--- config.mk ---
export PLATFORM = sky130hd
export DESIGN_NAME = acc_regs
export DESIGN_NICKNAME = d
export VERILOG_FILES = /design/src/core/acc_pkg.sv /design/src/core/acc_axis_cmp.sv /design/src/core/acc_regs.sv
export SDC_FILE = /design/constraint.sdc
export NUM_CORES = 1
export LEC_CHECK = 0
export ABC_CLOCK_PERIOD_IN_PS = 2680
export BUFFER_PORTS_ARGS = -buffer_cell sky130_fd_sc_hd__clkbuf_2
export CORE_UTILIZATION = 53
export CTS_CLUSTER_DIAMETER = 60
export DETAILED_ROUTE_END_ITERATION = 16
export PLACE_DENSITY = 0.77
export SLEW_MARGIN = 20
export SYNTH_ARGS = -nofsm -noshare
export SYNTH_HDL_FRONTEND = slang
export SYNTH_HIERARCHICAL = 1
export SYNTH_SLANG_ARGS = --single-unit
--- constraint.sdc ---
create_clock -name mclk -period 2.68 [get_ports mclk]
set_input_delay 0.268 -clock mclk [delete_from_list [all_inputs] [get_ports mclk]]
set_output_delay 0.268 -clock mclk [all_outputs]
set_load 0.01 [all_outputs]
--- src/core/acc_pkg.sv ---
// Summary of operation
// Power field 00 holds power-down; 01 runs normally.
// Decimation field selects 128, 64, 32 or 8 modulator ticks per sample.
// Self-test bit 1 runs self-test; 0 means normal measuring.
// Each axis has an enable bit; disabled axes are not measured.
// Full-scale bit 0 selects 2g range, 1 selects 6g range.
// Pin carries data-ready when route bit 0, wake request when 1; data-ready gated.
// Serial mode bit 0 selects four-wire SPI, 1 selects three-wire.
// Alignment bit 0 gives 12-bit right-justified, 1 gives 16-bit left-justified.
// With latch bit set, a wake request stays asserted once raised.
// Enabled high event raises wake request when axis sample exceeds threshold.
// Enabled low event raises wake request when axis sample falls below threshold.
// Source register holds active and per-axis flags; acknowledge read clears it.
// Status holds per-axis overrun flags and a combined overrun flag.
// Status holds per-axis new-sample flags and an all-axes new-sample flag.
// In 12-bit mode, high byte bits 7:4 copy bit 3 for sign extension.
// Each sample splits into low then high byte at consecutive addresses.
// Wake threshold is 16 bits from a low and a high byte register.
// Each axis has an 8-bit read/write gain trim register.
// Each axis has an 8-bit read/write offset trim register.
// Reboot bit reloads trims from non-volatile storage, then clears itself.
// Overwriting an unread sample sets overrun; reading output clears flags.
// Without latch, wake request drops once no enabled condition is true.
package acc_pkg;
  localparam logic [6:0] ADDR_OFS_X = 7'h16;
  localparam logic [6:0] ADDR_OFS_Y = 7'h17;
  localparam logic [6:0] ADDR_OFS_Z = 7'h18;
  localparam logic [6:0] ADDR_GAIN_X = 7'h19;
  localparam logic [6:0] ADDR_GAIN_Y = 7'h1a;
  localparam logic [6:0] ADDR_GAIN_Z = 7'h1b;
  localparam logic [6:0] ADDR_MEAS_CTRL = 7'h20;
  localparam logic [6:0] ADDR_IF_CTRL = 7'h21;
  localparam logic [6:0] ADDR_WAKE_CFG = 7'h23;
  localparam logic [6:0] ADDR_WAKE_SRC = 7'h24;
  localparam logic [6:0] ADDR_WAKE_ACK = 7'h25;
  localparam logic [6:0] ADDR_STATUS = 7'h27;
  localparam logic [6:0] ADDR_X_LOW = 7'h28;
  localparam logic [6:0] ADDR_X_HIGH = 7'h29;
  localparam logic [6:0] ADDR_Y_LOW = 7'h2a;
  localparam logic [6:0] ADDR_Y_HIGH = 7'h2b;
  localparam logic [6:0] ADDR_Z_LOW = 7'h2c;
  localparam logic [6:0] ADDR_Z_HIGH = 7'h2d;
  localparam logic [6:0] ADDR_THS_LOW = 7'h2e;
  localparam logic [6:0] ADDR_THS_HIGH = 7'h2f;
  // Measure control fields.
  localparam int MC_PWR_LSB = 6;
  localparam int MC_DEC_LSB = 4;
  localparam int MC_SELF_TEST = 3;
  localparam logic [1:0] PWR_DOWN = 2'h0;
  localparam logic [1:0] PWR_ON = 2'h1;
  // Interface control fields; bits 6:5 are reserved and read zero.
  localparam int IC_FULL_SCALE = 7;
  localparam int IC_REBOOT = 4;
  localparam int IC_PIN_ROUTE = 3;
  localparam int IC_DATA_READY_GEN_ENABLE_EN = 2;
  localparam int IC_SERIAL_MODE = 1;
  localparam int IC_JUSTIFY = 0;
  localparam logic [7:0] IC_WR_MASK = 8'h9f;
  // Wake configuration and source fields.
  localparam int WC_LATCH = 6;
  localparam int WS_ACTIVE = 6;
  // Status fields.
  localparam int ST_ALL_OVR = 7;
  localparam int ST_OVR_LSB = 4;
  localparam int ST_ALL_NEW = 3;
  localparam int ST_NEW_LSB = 0;
  // Decimation ratios, as tick count minus one.
  localparam logic [6:0] DEC_LIM_128 = 7'h7f;
  localparam logic [6:0] DEC_LIM_64 = 7'h3f;
  localparam logic [6:0] DEC_LIM_32 = 7'h1f;
  localparam logic [6:0] DEC_LIM_8 = 7'h07;
  // Reset values.
  localparam logic [7:0] MEAS_CTRL_RST = 8'h07;
  localparam logic [7:0] IF_CTRL_RST = 8'h00;
  localparam logic [7:0] WAKE_CFG_RST = 8'h00;
  localparam logic [7:0] TRIM_RST = 8'h00;
  localparam logic [7:0] THS_RST = 8'h00;
  // Six trim words, offsets first, are reloaded on reboot.
  localparam logic [2:0] TRIM_WORDS = 3'h6;
  typedef enum logic [1:0] {
    ACC_BOOT_IDLE = 2'b00,
    ACC_BOOT_ADDR = 2'b01,
    ACC_BOOT_DATA = 2'b10
  } acc_boot_t;
endpackage

--- src/core/acc_axis_cmp.sv ---
`timescale 1ns/1ns
`default_nettype none
module acc_axis_cmp (
  input wire logic [15:0] sample,
  input wire logic [15:0] threshold,
  input wire logic hi_en,
  input wire logic lo_en,
  output logic hi_evt,
  output logic lo_evt
);
  // Samples and threshold are both two's complement.
  assign hi_evt = hi_en & ($signed(sample) > $signed(threshold));
  assign lo_evt = lo_en & ($signed(sample) < $signed(threshold));
endmodule
`default_nettype wire

--- src/core/acc_regs.sv ---
`timescale 1ns/1ns
`default_nettype none
module acc_regs import acc_pkg::*; (
  input wire logic mclk,
  input wire logic sys_rst,
  input wire logic [6:0] reg_addr,
  input wire logic reg_wr,
  input wire logic reg_rd,
  input wire logic [7:0] reg_wdata,
  output logic [7:0] reg_rdata,
  input wire logic adc_tick,
  input wire logic [15:0] adc_x,
  input wire logic [15:0] adc_y,
  input wire logic [15:0] adc_z,
  output logic [2:0] nvm_addr,
  input wire logic [7:0] nvm_rdata,
  output logic rdy_int,
  output logic power_on,
  output logic self_test_drive,
  output logic [2:0] axis_on,
  output logic full_scale_out,
  output logic spi_three_wire,
  output logic [47:0] trim_out
);
  logic [7:0] trim_reg [6];
  logic [7:0] meas_ctrl_reg;
  logic [7:0] if_ctrl_reg;
  logic [7:0] wake_cfg_reg;
  logic [7:0] wake_src_reg;
  logic [7:0] wake_src_next;
  logic [7:0] status_reg;
  logic [15:0] ths_reg;
  logic [15:0] samp_reg [3];
  logic [6:0] dec_cnt_reg;
  logic [6:0] dec_lim;
  logic [2:0] boot_idx_reg;
  acc_boot_t boot_state_reg;
  logic [2:0] hi_evt;
  logic [2:0] lo_evt;
  logic [5:0] live_evt;
  logic [2:0] new_set;
  logic [2:0] new_clr;
  logic [2:0] ovr_next;
  logic [2:0] new_next;
  logic run;
  logic upd;
  logic ack_rd;
  logic [7:0] rd_mux;

  assign run = (meas_ctrl_reg[MC_PWR_LSB +: 2] == PWR_ON);

  always_comb begin
    case (meas_ctrl_reg[MC_DEC_LSB +: 2])
      2'h0: dec_lim = DEC_LIM_128;
      2'h1: dec_lim = DEC_LIM_64;
      2'h2: dec_lim = DEC_LIM_32;
      default: dec_lim = DEC_LIM_8;
    endcase
  end

  // A sample set is taken when the decimation count has seen enough ticks.
  assign upd = run & adc_tick & (dec_cnt_reg == dec_lim);

  always_ff @(posedge mclk) begin
    if (sys_rst) begin
      dec_cnt_reg <= 7'h00;
    end else if (!run) begin
      dec_cnt_reg <= 7'h00;
    end else if (adc_tick) begin
      dec_cnt_reg <= (dec_cnt_reg >= dec_lim) ? 7'h00 : dec_cnt_reg + 7'h01;
    end
  end

  // Front-end words arrive left justified; only enabled axes are refreshed.
  always_ff @(posedge mclk) begin
    if (sys_rst) begin
      for (int i = 0; i < 3; i++) begin
        samp_reg[i] <= 16'h0000;
      end
    end else if (upd) begin
      if (meas_ctrl_reg[0]) begin
        samp_reg[0] <= adc_x;
      end
      if (meas_ctrl_reg[1]) begin
        samp_reg[1] <= adc_y;
      end
      if (meas_ctrl_reg[2]) begin
        samp_reg[2] <= adc_z;
      end
    end
  end

  assign ack_rd = reg_rd & (reg_addr == ADDR_WAKE_ACK);
  assign new_set = upd ? meas_ctrl_reg[2:0] : 3'h0;
  assign new_clr[0] = reg_rd & (reg_addr == ADDR_X_HIGH);
  assign new_clr[1] = reg_rd & (reg_addr == ADDR_Y_HIGH);
  assign new_clr[2] = reg_rd & (reg_addr == ADDR_Z_HIGH);

  always_comb begin
    for (int i = 0; i < 3; i++) begin
      // A new sample in the same cycle as the clearing read wins.
      new_next[i] = new_set[i] | (status_reg[ST_NEW_LSB + i] & ~new_clr[i]);
      ovr_next[i] = (new_set[i] & status_reg[ST_NEW_LSB + i])
                    | (status_reg[ST_OVR_LSB + i] & ~new_clr[i]);
    end
  end

  always_ff @(posedge mclk) begin
    if (sys_rst) begin
      status_reg <= 8'h00;
    end else begin
      status_reg[ST_NEW_LSB +: 3] <= new_next;
      status_reg[ST_ALL_NEW] <= &new_next;
      status_reg[ST_OVR_LSB +: 3] <= ovr_next;
      status_reg[ST_ALL_OVR] <= |ovr_next;
    end
  end

  for (genvar g = 0; g < 3; g++) begin : g_cmp
    acc_axis_cmp u_cmp (
      .sample(samp_reg[g]),
      .threshold(ths_reg),
      .hi_en(wake_cfg_reg[2 * g + 1]),
      .lo_en(wake_cfg_reg[2 * g]),
      .hi_evt(hi_evt[g]),
      .lo_evt(lo_evt[g])
    );
  end

  assign live_evt = {hi_evt[2], lo_evt[2], hi_evt[1], lo_evt[1], hi_evt[0], lo_evt[0]};

  always_comb begin
    wake_src_next = 8'h00;
    if (wake_cfg_reg[WC_LATCH]) begin
      // A live event arriving during the acknowledge read is kept.
      wake_src_next[5:0] = live_evt | (ack_rd ? 6'h00 : wake_src_reg[5:0]);
    end else begin
      wake_src_next[5:0] = live_evt;
    end
    wake_src_next[WS_ACTIVE] = |wake_src_next[5:0];
  end

  always_ff @(posedge mclk) begin
    if (sys_rst) begin
      wake_src_reg <= 8'h00;
    end else begin
      wake_src_reg <= wake_src_next;
    end
  end

  // Control and threshold writes; in the trim block below, the ACC_BOOT_DATA cycles of a reboot win over trim writes.
  always_ff @(posedge mclk) begin
    if (sys_rst) begin
      meas_ctrl_reg <= MEAS_CTRL_RST;
      wake_cfg_reg <= WAKE_CFG_RST;
      ths_reg <= {THS_RST, THS_RST};
    end else if (reg_wr) begin
      case (reg_addr)
        ADDR_MEAS_CTRL: meas_ctrl_reg <= reg_wdata;
        ADDR_WAKE_CFG: wake_cfg_reg <= reg_wdata & 8'h7f;
        ADDR_THS_LOW: ths_reg[7:0] <= reg_wdata;
        ADDR_THS_HIGH: ths_reg[15:8] <= reg_wdata;
        default: ;
      endcase
    end
  end

  always_ff @(posedge mclk) begin
    if (sys_rst) begin
      if_ctrl_reg <= IF_CTRL_RST;
    end else if (reg_wr && reg_addr == ADDR_IF_CTRL) begin
      if_ctrl_reg <= reg_wdata & IC_WR_MASK;
    end else if (boot_state_reg == ACC_BOOT_DATA && boot_idx_reg == TRIM_WORDS - 3'h1) begin
      if_ctrl_reg[IC_REBOOT] <= 1'b0;
    end
  end

  // Reload walks the six stored words; storage answers in the same cycle the address is driven.
  always_ff @(posedge mclk) begin
    if (sys_rst) begin
      boot_state_reg <= ACC_BOOT_IDLE;
      boot_idx_reg <= 3'h0;
    end else begin
      case (boot_state_reg)
        ACC_BOOT_IDLE: begin
          boot_idx_reg <= 3'h0;
          if (if_ctrl_reg[IC_REBOOT]) begin
            boot_state_reg <= ACC_BOOT_ADDR;
          end
        end
        ACC_BOOT_ADDR: boot_state_reg <= ACC_BOOT_DATA;
        ACC_BOOT_DATA: begin
          if (boot_idx_reg == TRIM_WORDS - 3'h1) begin
            boot_state_reg <= ACC_BOOT_IDLE;
          end else begin
            boot_idx_reg <= boot_idx_reg + 3'h1;
            boot_state_reg <= ACC_BOOT_ADDR;
          end
        end
        default: boot_state_reg <= ACC_BOOT_IDLE;
      endcase
    end
  end

  always_ff @(posedge mclk) begin
    if (sys_rst) begin
      for (int i = 0; i < 6; i++) begin
        trim_reg[i] <= TRIM_RST;
      end
    end else if (boot_state_reg == ACC_BOOT_DATA) begin
      trim_reg[boot_idx_reg] <= nvm_rdata;
    end else if (reg_wr && reg_addr >= ADDR_OFS_X && reg_addr <= ADDR_GAIN_Z) begin
      trim_reg[3'(reg_addr - ADDR_OFS_X)] <= reg_wdata;
    end
  end

  always_comb begin
    rd_mux = 8'h00;
    case (reg_addr)
      ADDR_OFS_X, ADDR_OFS_Y, ADDR_OFS_Z,
      ADDR_GAIN_X, ADDR_GAIN_Y, ADDR_GAIN_Z: rd_mux = trim_reg[3'(reg_addr - ADDR_OFS_X)];
      ADDR_MEAS_CTRL: rd_mux = meas_ctrl_reg;
      ADDR_IF_CTRL: rd_mux = if_ctrl_reg;
      ADDR_WAKE_CFG: rd_mux = wake_cfg_reg;
      ADDR_WAKE_SRC, ADDR_WAKE_ACK: rd_mux = wake_src_reg;
      ADDR_STATUS: rd_mux = status_reg;
      ADDR_THS_LOW: rd_mux = ths_reg[7:0];
      ADDR_THS_HIGH: rd_mux = ths_reg[15:8];
      ADDR_X_LOW, ADDR_Y_LOW, ADDR_Z_LOW,
      ADDR_X_HIGH, ADDR_Y_HIGH, ADDR_Z_HIGH: begin
        // Low byte sits at the even address, high byte right above it.
        if (if_ctrl_reg[IC_JUSTIFY]) begin
          rd_mux = reg_addr[0] ? samp_reg[2'(reg_addr[2:1] - 2'h0)][15:8]
                               : samp_reg[2'(reg_addr[2:1] - 2'h0)][7:0];
        end else if (reg_addr[0]) begin
          rd_mux = {{4{samp_reg[2'(reg_addr[2:1])][15]}},
                    samp_reg[2'(reg_addr[2:1])][15:12]};
        end else begin
          rd_mux = samp_reg[2'(reg_addr[2:1])][11:4];
        end
      end
      default: rd_mux = 8'h00;
    endcase
  end

  always_ff @(posedge mclk) begin
    if (sys_rst) begin
      reg_rdata <= 8'h00;
    end else if (reg_rd) begin
      reg_rdata <= rd_mux;
    end
  end

  always_ff @(posedge mclk) begin
    if (sys_rst) begin
      rdy_int <= 1'b0;
    end else if (if_ctrl_reg[IC_PIN_ROUTE]) begin
      rdy_int <= wake_src_reg[WS_ACTIVE];
    end else begin
      rdy_int <= if_ctrl_reg[IC_DATA_READY_GEN_ENABLE_EN] & status_reg[ST_ALL_NEW];
    end
  end

  // Front-end controls are registered so the analog side never sees decode glitches.
  always_ff @(posedge mclk) begin
    if (sys_rst) begin
      power_on <= 1'b0;
      self_test_drive <= 1'b0;
      axis_on <= 3'h0;
      full_scale_out <= 1'b0;
      spi_three_wire <= 1'b0;
      nvm_addr <= 3'h0;
      trim_out <= 48'h0000_0000_0000;
    end else begin
      power_on <= run;
      self_test_drive <= run & meas_ctrl_reg[MC_SELF_TEST];
      axis_on <= run ? meas_ctrl_reg[2:0] : 3'h0;
      full_scale_out <= if_ctrl_reg[IC_FULL_SCALE];
      spi_three_wire <= if_ctrl_reg[IC_SERIAL_MODE];
      nvm_addr <= boot_idx_reg;
      trim_out <= {trim_reg[5], trim_reg[4], trim_reg[3],
                   trim_reg[2], trim_reg[1], trim_reg[0]};
    end
  end
endmodule
`default_nettype wire

==> results of run 1 <==
what timing repair did:
item	CTS	global route
hold buffers	21	0
hold endpoints to repair	21	0
buffers inserted	0	0
cells by family (layout without fill, tap and decap cells):
kind of cell    Yosys count  in the layout
simple gates            390            390
flops                   243            243
compound gates          147            147
buf+inv                 121            331
mux                      97             97
fa+ha+maj                57             57
xor+xnor                  6              6
Yosys cell counts (all sizes together) (7+ instances only):
master  number  share of area, %
buf         24               1.0
a21oi       42               1.8
ha          57               6.1
nor2       121               3.9
nand3       15              0.64
edfxtp     112                29
clkbuf      25              0.81
mux2i       56               4.8
a211oi       8              0.52
mux4        22               4.3
dfxtp      131                23
a22oi       13              0.84
nand4       11              0.75
inv         72               2.3
and3         8              0.43
o21ai       14              0.60
and2        60               3.2
mux2        19               1.8
nor3        16              0.91
nand2       51               1.7
nand2b      17              0.91
a21o         7              0.45
nor2b       61               3.3
power breakdown:
part | internal (mW) | switching, mW
registers | 3.96 | 0.0607
logic | 0.281 | 0.358
clock network | 2.23 | 1.58
total | 6.47 | 1.99
final cells by class:
type	instances	area, µm²	share of cell area (%)
clock buffer	32	714	5.10
clock inverter	16	201	1.44
inverter	72	270	1.93
multi-input combinational	697	5200	37.1
sequential	243	5990	42.7
tap	275	344	2.45
timing repair buffer	211	1310	9.33
layer usage:
layer / vias to the layer above / global-route usage, % / part of all wire (%)
li1: 4168 / - / -
met1: 4204 / 39.5 / 41
met2: 483 / 43.5 / 43
met3: 105 / 6.15 / 10
met4: 0 / 13.1 / 4.8
met5: - / 0 / 0
path summary, 6_finish.rpt:
check / endpoint / slack, ps / cells past startpoint
min: samp_reg[1][14] / 9 / 2
max reg2reg: wake_src_reg[6] / 230 / 9
min reg2reg: reg_rdata[0] / 460 / 2
max: wake_src_reg[6] / 230 / 9
per-stage QoR:
| step | instance area [µm²] | total power, mW | instances | hold slack (ps) | util, % |
|---|---|---|---|---|---|
| 2_1_floorplan | 11700 | 4.44 | 1061 | 412 | - |
| 3_3_place_gp | 12900 | 4.69 | 1477 | 454 | 60.6 |
| 3_5_place_dp | 12900 | 4.70 | 1477 | 455 | 60.6 |
| 4_1_cts | 14000 | 8.50 | 1546 | 2.04 | 65.9 |
| 5_1_grt | 14000 | 8.72 | 1546 | 7.92 | 65.9 |
| 6_report | 14000 | 8.46 | 1546 | 9.46 | 65.9 |
==> impl_metrics.ini, run 1 <==
[status]
status = finished clean

[setup_path]
worstReg2RegStart = samp_reg[2][13]
crit_start = samp_reg[2][13]
startpoint_type = flop
setup.worst_path.end_class = flop
cpPeakStageDelay_ps = 440
crit_buf_inv = 1
crit_type = flop to flop
worstPathRequired_ps = 3080
crit_slowest_cell = edfxtp_1
crit_arrival_ps = 2850
path_cells = ha_1, a211oi_1, o22ai_1, a211oi_1, a31oi_1, buf_4, and3_1, nor4_1, a31oi_1
crit_family = compound AO/OA/AOI/OAI gates
crit_fanout = 2

[clocking]
cts-root-buf = clkbuf_16
cts_tree = yes
cts_buffer_depth = 3
insertion_delay_ps = 540
clock-sinks = 243
clk_pin_slew_worst_paths_ps = 70
cts_buffers = 26
post_cts_resized = 0
htreeDepth = 1

[logic_synthesis]
ys.flop_type = dfxtp_1
synth_edf_count = 112
muxShareOfSynthArea_pct = 10.9
synth-simple-area-share_pct = 18.0
synth_area_um2 = 11700
synth.avg_cell_area_um2 = 11.0
yosys.area_share.adder_pct = 6.12
ys_async_sr_fraction_pct = 0
netlist_instances = 1061
synth_compound_area_share_pct = 9.04
syn_nets = 1194
synth_cell_type_count = 80
synth_top_family_by_area = simple AND/OR/NAND/NOR gates
synth_xor_area_share_pct = 0.451
synth_seq_area_share_pct = 51.4
ys_ff_latch = 243
yosysWarnings = 6

[die]
dieWidth_um = 150
rows = 53
ios = 143
die_h_um = 150
core_area_um2 = 21300
initial_core_util_pct = 54.8
dieArea_um2 = 22600

[routing]
drc_errors = 0
routed_wl_um = 31700
vias_per_cell = 5.80
dr.pass1.iters = 7
antenna_left = 0
post_drt_wl_per_cell_um = 20.5
vias = 8960
drt_iter0_markers = 873

[grt]
grt_pass1_wl_um = 48300
antenna_found_initial = 0
track_usage_pct = 28.8
grt_max_degree = 54
grt_pass1_vias = 8611
grt-ovfl-total = 0

[finish]
drive_gt1_share_pct = 23.9
mostFrequentLayoutCells = 141 x clkbuf_2, 131 x dfxtp_1, 120 x nor2_1
area_delta_synth_final_pct = 20.3
nNetsFinal = 1384
largest_reg_flops = 64
antenna_cells = 0
final_common_cell = clkbuf_2
n_fill_cell = 1624

[sta]
fin_setup_tns_ps = 0
fin_ws_ps = 231
drv_slew = 0
worstMarginPinSlew_ps = 688
finalCritPeriodShare_pct = 91.4
finalSetupViolations = 0
relSlewSlack_pct = 53.5
skew_ps = 14.2
layout_min_cycle_time_ps = 2450
fmax_mhz = 408
rsz0062_at_grt = false
hold_viol_final = 0

[placement]
io_buffers = 142
finalWeightedCongestion = 0.950
hpwl_um = 23300
place_ws_ps = 165

[worst_hold_path]
hold_class = primary input to flop
holdCritStartpoint = adc_y[14]

[job]
max-cap-violations = 0

[pwr]
p_leak_nw = 5.62
power.density_nw_per_um2 = 604
vdd_drop_max_v = 0.000522
Note: power is estimated with default switching activity, not from simulation.
==> inputs of run 2 (changes only) <==
--- a/config.mk
+++ b/config.mk
@@ -11,6 +11,7 @@
 export CTS_CLUSTER_DIAMETER = 60
 export DETAILED_ROUTE_END_ITERATION = 16
 export PLACE_DENSITY = 0.77
+export SETUP_SLACK_MARGIN = 0.4
 export SLEW_MARGIN = 20
 export SYNTH_ARGS = -nofsm -noshare
 export SYNTH_HDL_FRONTEND = slang
==> impl_metrics.ini, run 2 (same netlist as run 1, synthesis figures left out) <==
[sta]
worstMarginPinSlew_ps = 717
drv_slew = 0
skew_ps = 20.5
layout_min_cycle_time_ps = 2330
fin_setup_tns_ps = 0
finalCritPeriodShare_pct = 87.0
rsz0062_at_grt = true
finalSetupViolations = 0
relSlewSlack_pct = 51.6
whs_ps = 4.61
hold_viol_final = 0
fmax_mhz = 429

[routing]
vias_per_cell = 5.94
antenna_left = 0
dr_wl_met2_um = 15900
met1_length_um = 14000
drc_errors = 0
post_drt_wl_per_cell_um = 21.7
vias = 9384
top_layer = met4
routed-wl-met3_um = 3180
routed_wl_um = 34200
drt_iter0_markers = 831
dr.pass1.iters = 6

[placement]
placed_area_um2 = 12900
finalWeightedCongestion = 0.963
hpwl_um = 24000
io_buffers = 142

[setup_path]
reg2reg_slack_ps = 350
r2r-end = wake_src_reg[6]
crit_end = wake_src_reg[6]
setup.worst_path.end_class = flop
rr_worst_depth = 9
worstReg2RegStart = ths_reg[5]
crit_type = flop to flop
crit_start = ths_reg[5]
crit_arrival_ps = 2760
worstPathRequired_ps = 3100
crit_fanout = 5
startpoint_type = flop

[grt]
track_usage_pct = 29.5
grt-ovfl-total = 0
grt_max_degree = 63
grt_pass1_vias = 8760
antenna_found_initial = 0
grt_pass1_wl_um = 49600

[job]
max-cap-violations = 0

[status]
status = finished clean

[finish]
mostFrequentLayoutCells = 141 x clkbuf_2, 125 x dfxtp_1, 119 x nor2_1
final_area_um2 = 14600
drive_gt1_share_pct = 27.3
nNetsFinal = 1418
antenna_cells = 0
n_fill_cell = 1516
largest_reg_flops = 64
area_delta_synth_final_pct = 25.4
final_common_cell = clkbuf_2

[clocking]
clock-sinks = 243
insertion_delay_ps = 550
htreeDepth = 1
cts-root-buf = clkbuf_16
cts_buffer_depth = 3
cts_tree = yes
cts_buffers = 27
clk_pin_slew_worst_paths_ps = 60

[pwr]
p_leak_nw = 5.89
clkPwrFrac_pct = 44.3
power.density_nw_per_um2 = 580
switchingPower_mw = 2.00
pwr-share-seq_pct = 47.5
p_sw_share_pct = 23.6
internal_power_mw = 6.48
vdd_drop_max_v = 0.000442
p_comb_share_pct = 8.1

[die]
die_h_um = 150
dieArea_um2 = 22600
dieWidth_um = 150
rows = 53
ios = 143
core_area_um2 = 21300
initial_core_util_pct = 54.8

[worst_hold_path]
hold_class = primary input to flop
-- run 2: power by group through the flow --
stage	clock [mW]	sequential, mW	combinational [mW]
4_1_cts	3.79	4.02	0.658
6_report	3.76	4.03	0.690
3_5_place_dp	0	4.10	0.605
3_3_place_gp	0	4.10	0.593
5_1_grt	3.94	4.03	0.735
2_1_floorplan	0	4.09	0.356
-- run 2: routing by layer --
metal | global-route usage, % | vias to the layer above
li1 | - | 4241
met1 | 40.8 | 4547
met2 | 46.6 | 504
met3 | 5.00 | 92
met4 | 10.8 | 0
met5 | 0 | -
-- run 2: final cells by class --
class | count | area, µm² | share of cell area (%)
Sequential cell | 243 | 6000 | 41.0
Clock buffer | 41 | 811 | 5.55
Multi-Input combinational cell | 697 | 5400 | 36.9
Inverter | 72 | 270 | 1.85
Clock inverter | 9 | 95.1 | 0.650
Timing Repair Buffer | 244 | 1700 | 11.7
Tap cell | 275 | 344 | 2.35
-- run 2: repair_timing --
action | CTS | global route
hold buffers | 40 | 0
resized for setup | 8 | 42
cloned | 0 | 7
setup buffers | 1 | 6
pin swaps | 1 | 19
hold endpoints to repair | 40 | 0
setup endpoints to repair | 121 | 170
-- run 2: worst max-delay path: stages, from the launching register on --
cell,delay (ps)
dfxtp_1,540
inv_1,90
ha_1,320
a21oi_1,150
o21ai_0,120
a211oi_2,240
a31oi_2,150
and3_1,220
nor4_2,260
a31oi_1,110
-- run 2: stage by stage --
step / setup slack, ps / utilization, % / instances / power (mW)
2_1_floorplan: 343 / - / 1061 / 4.44
3_3_place_gp: 263 / 60.6 / 1477 / 4.69
3_5_place_dp: 198 / 60.6 / 1477 / 4.71
4_1_cts: 407 / 67.0 / 1568 / 8.47
5_1_grt: 251 / 68.7 / 1581 / 8.71
6_report: 347 / 68.7 / 1581 / 8.47
-- run 2: worst min-delay path by stage --
stage / startpoint / end / slack (ps) / depth (start not counted)
4_1_cts: adc_x[10] / samp_reg[0][10] / 1 / 2
3_5_place_dp: trim_reg[4][3] / trim_out[35] / 470 / 1
2_1_floorplan: reg_wdata[0] / if_ctrl_reg[0] / 410 / 2
5_1_grt: adc_x[15] / samp_reg[0][15] / 10 / 2
6_report: adc_y[6] / samp_reg[1][6] / 5 / 2
3_3_place_gp: status_reg[4] / status_reg[4] / 470 / 2
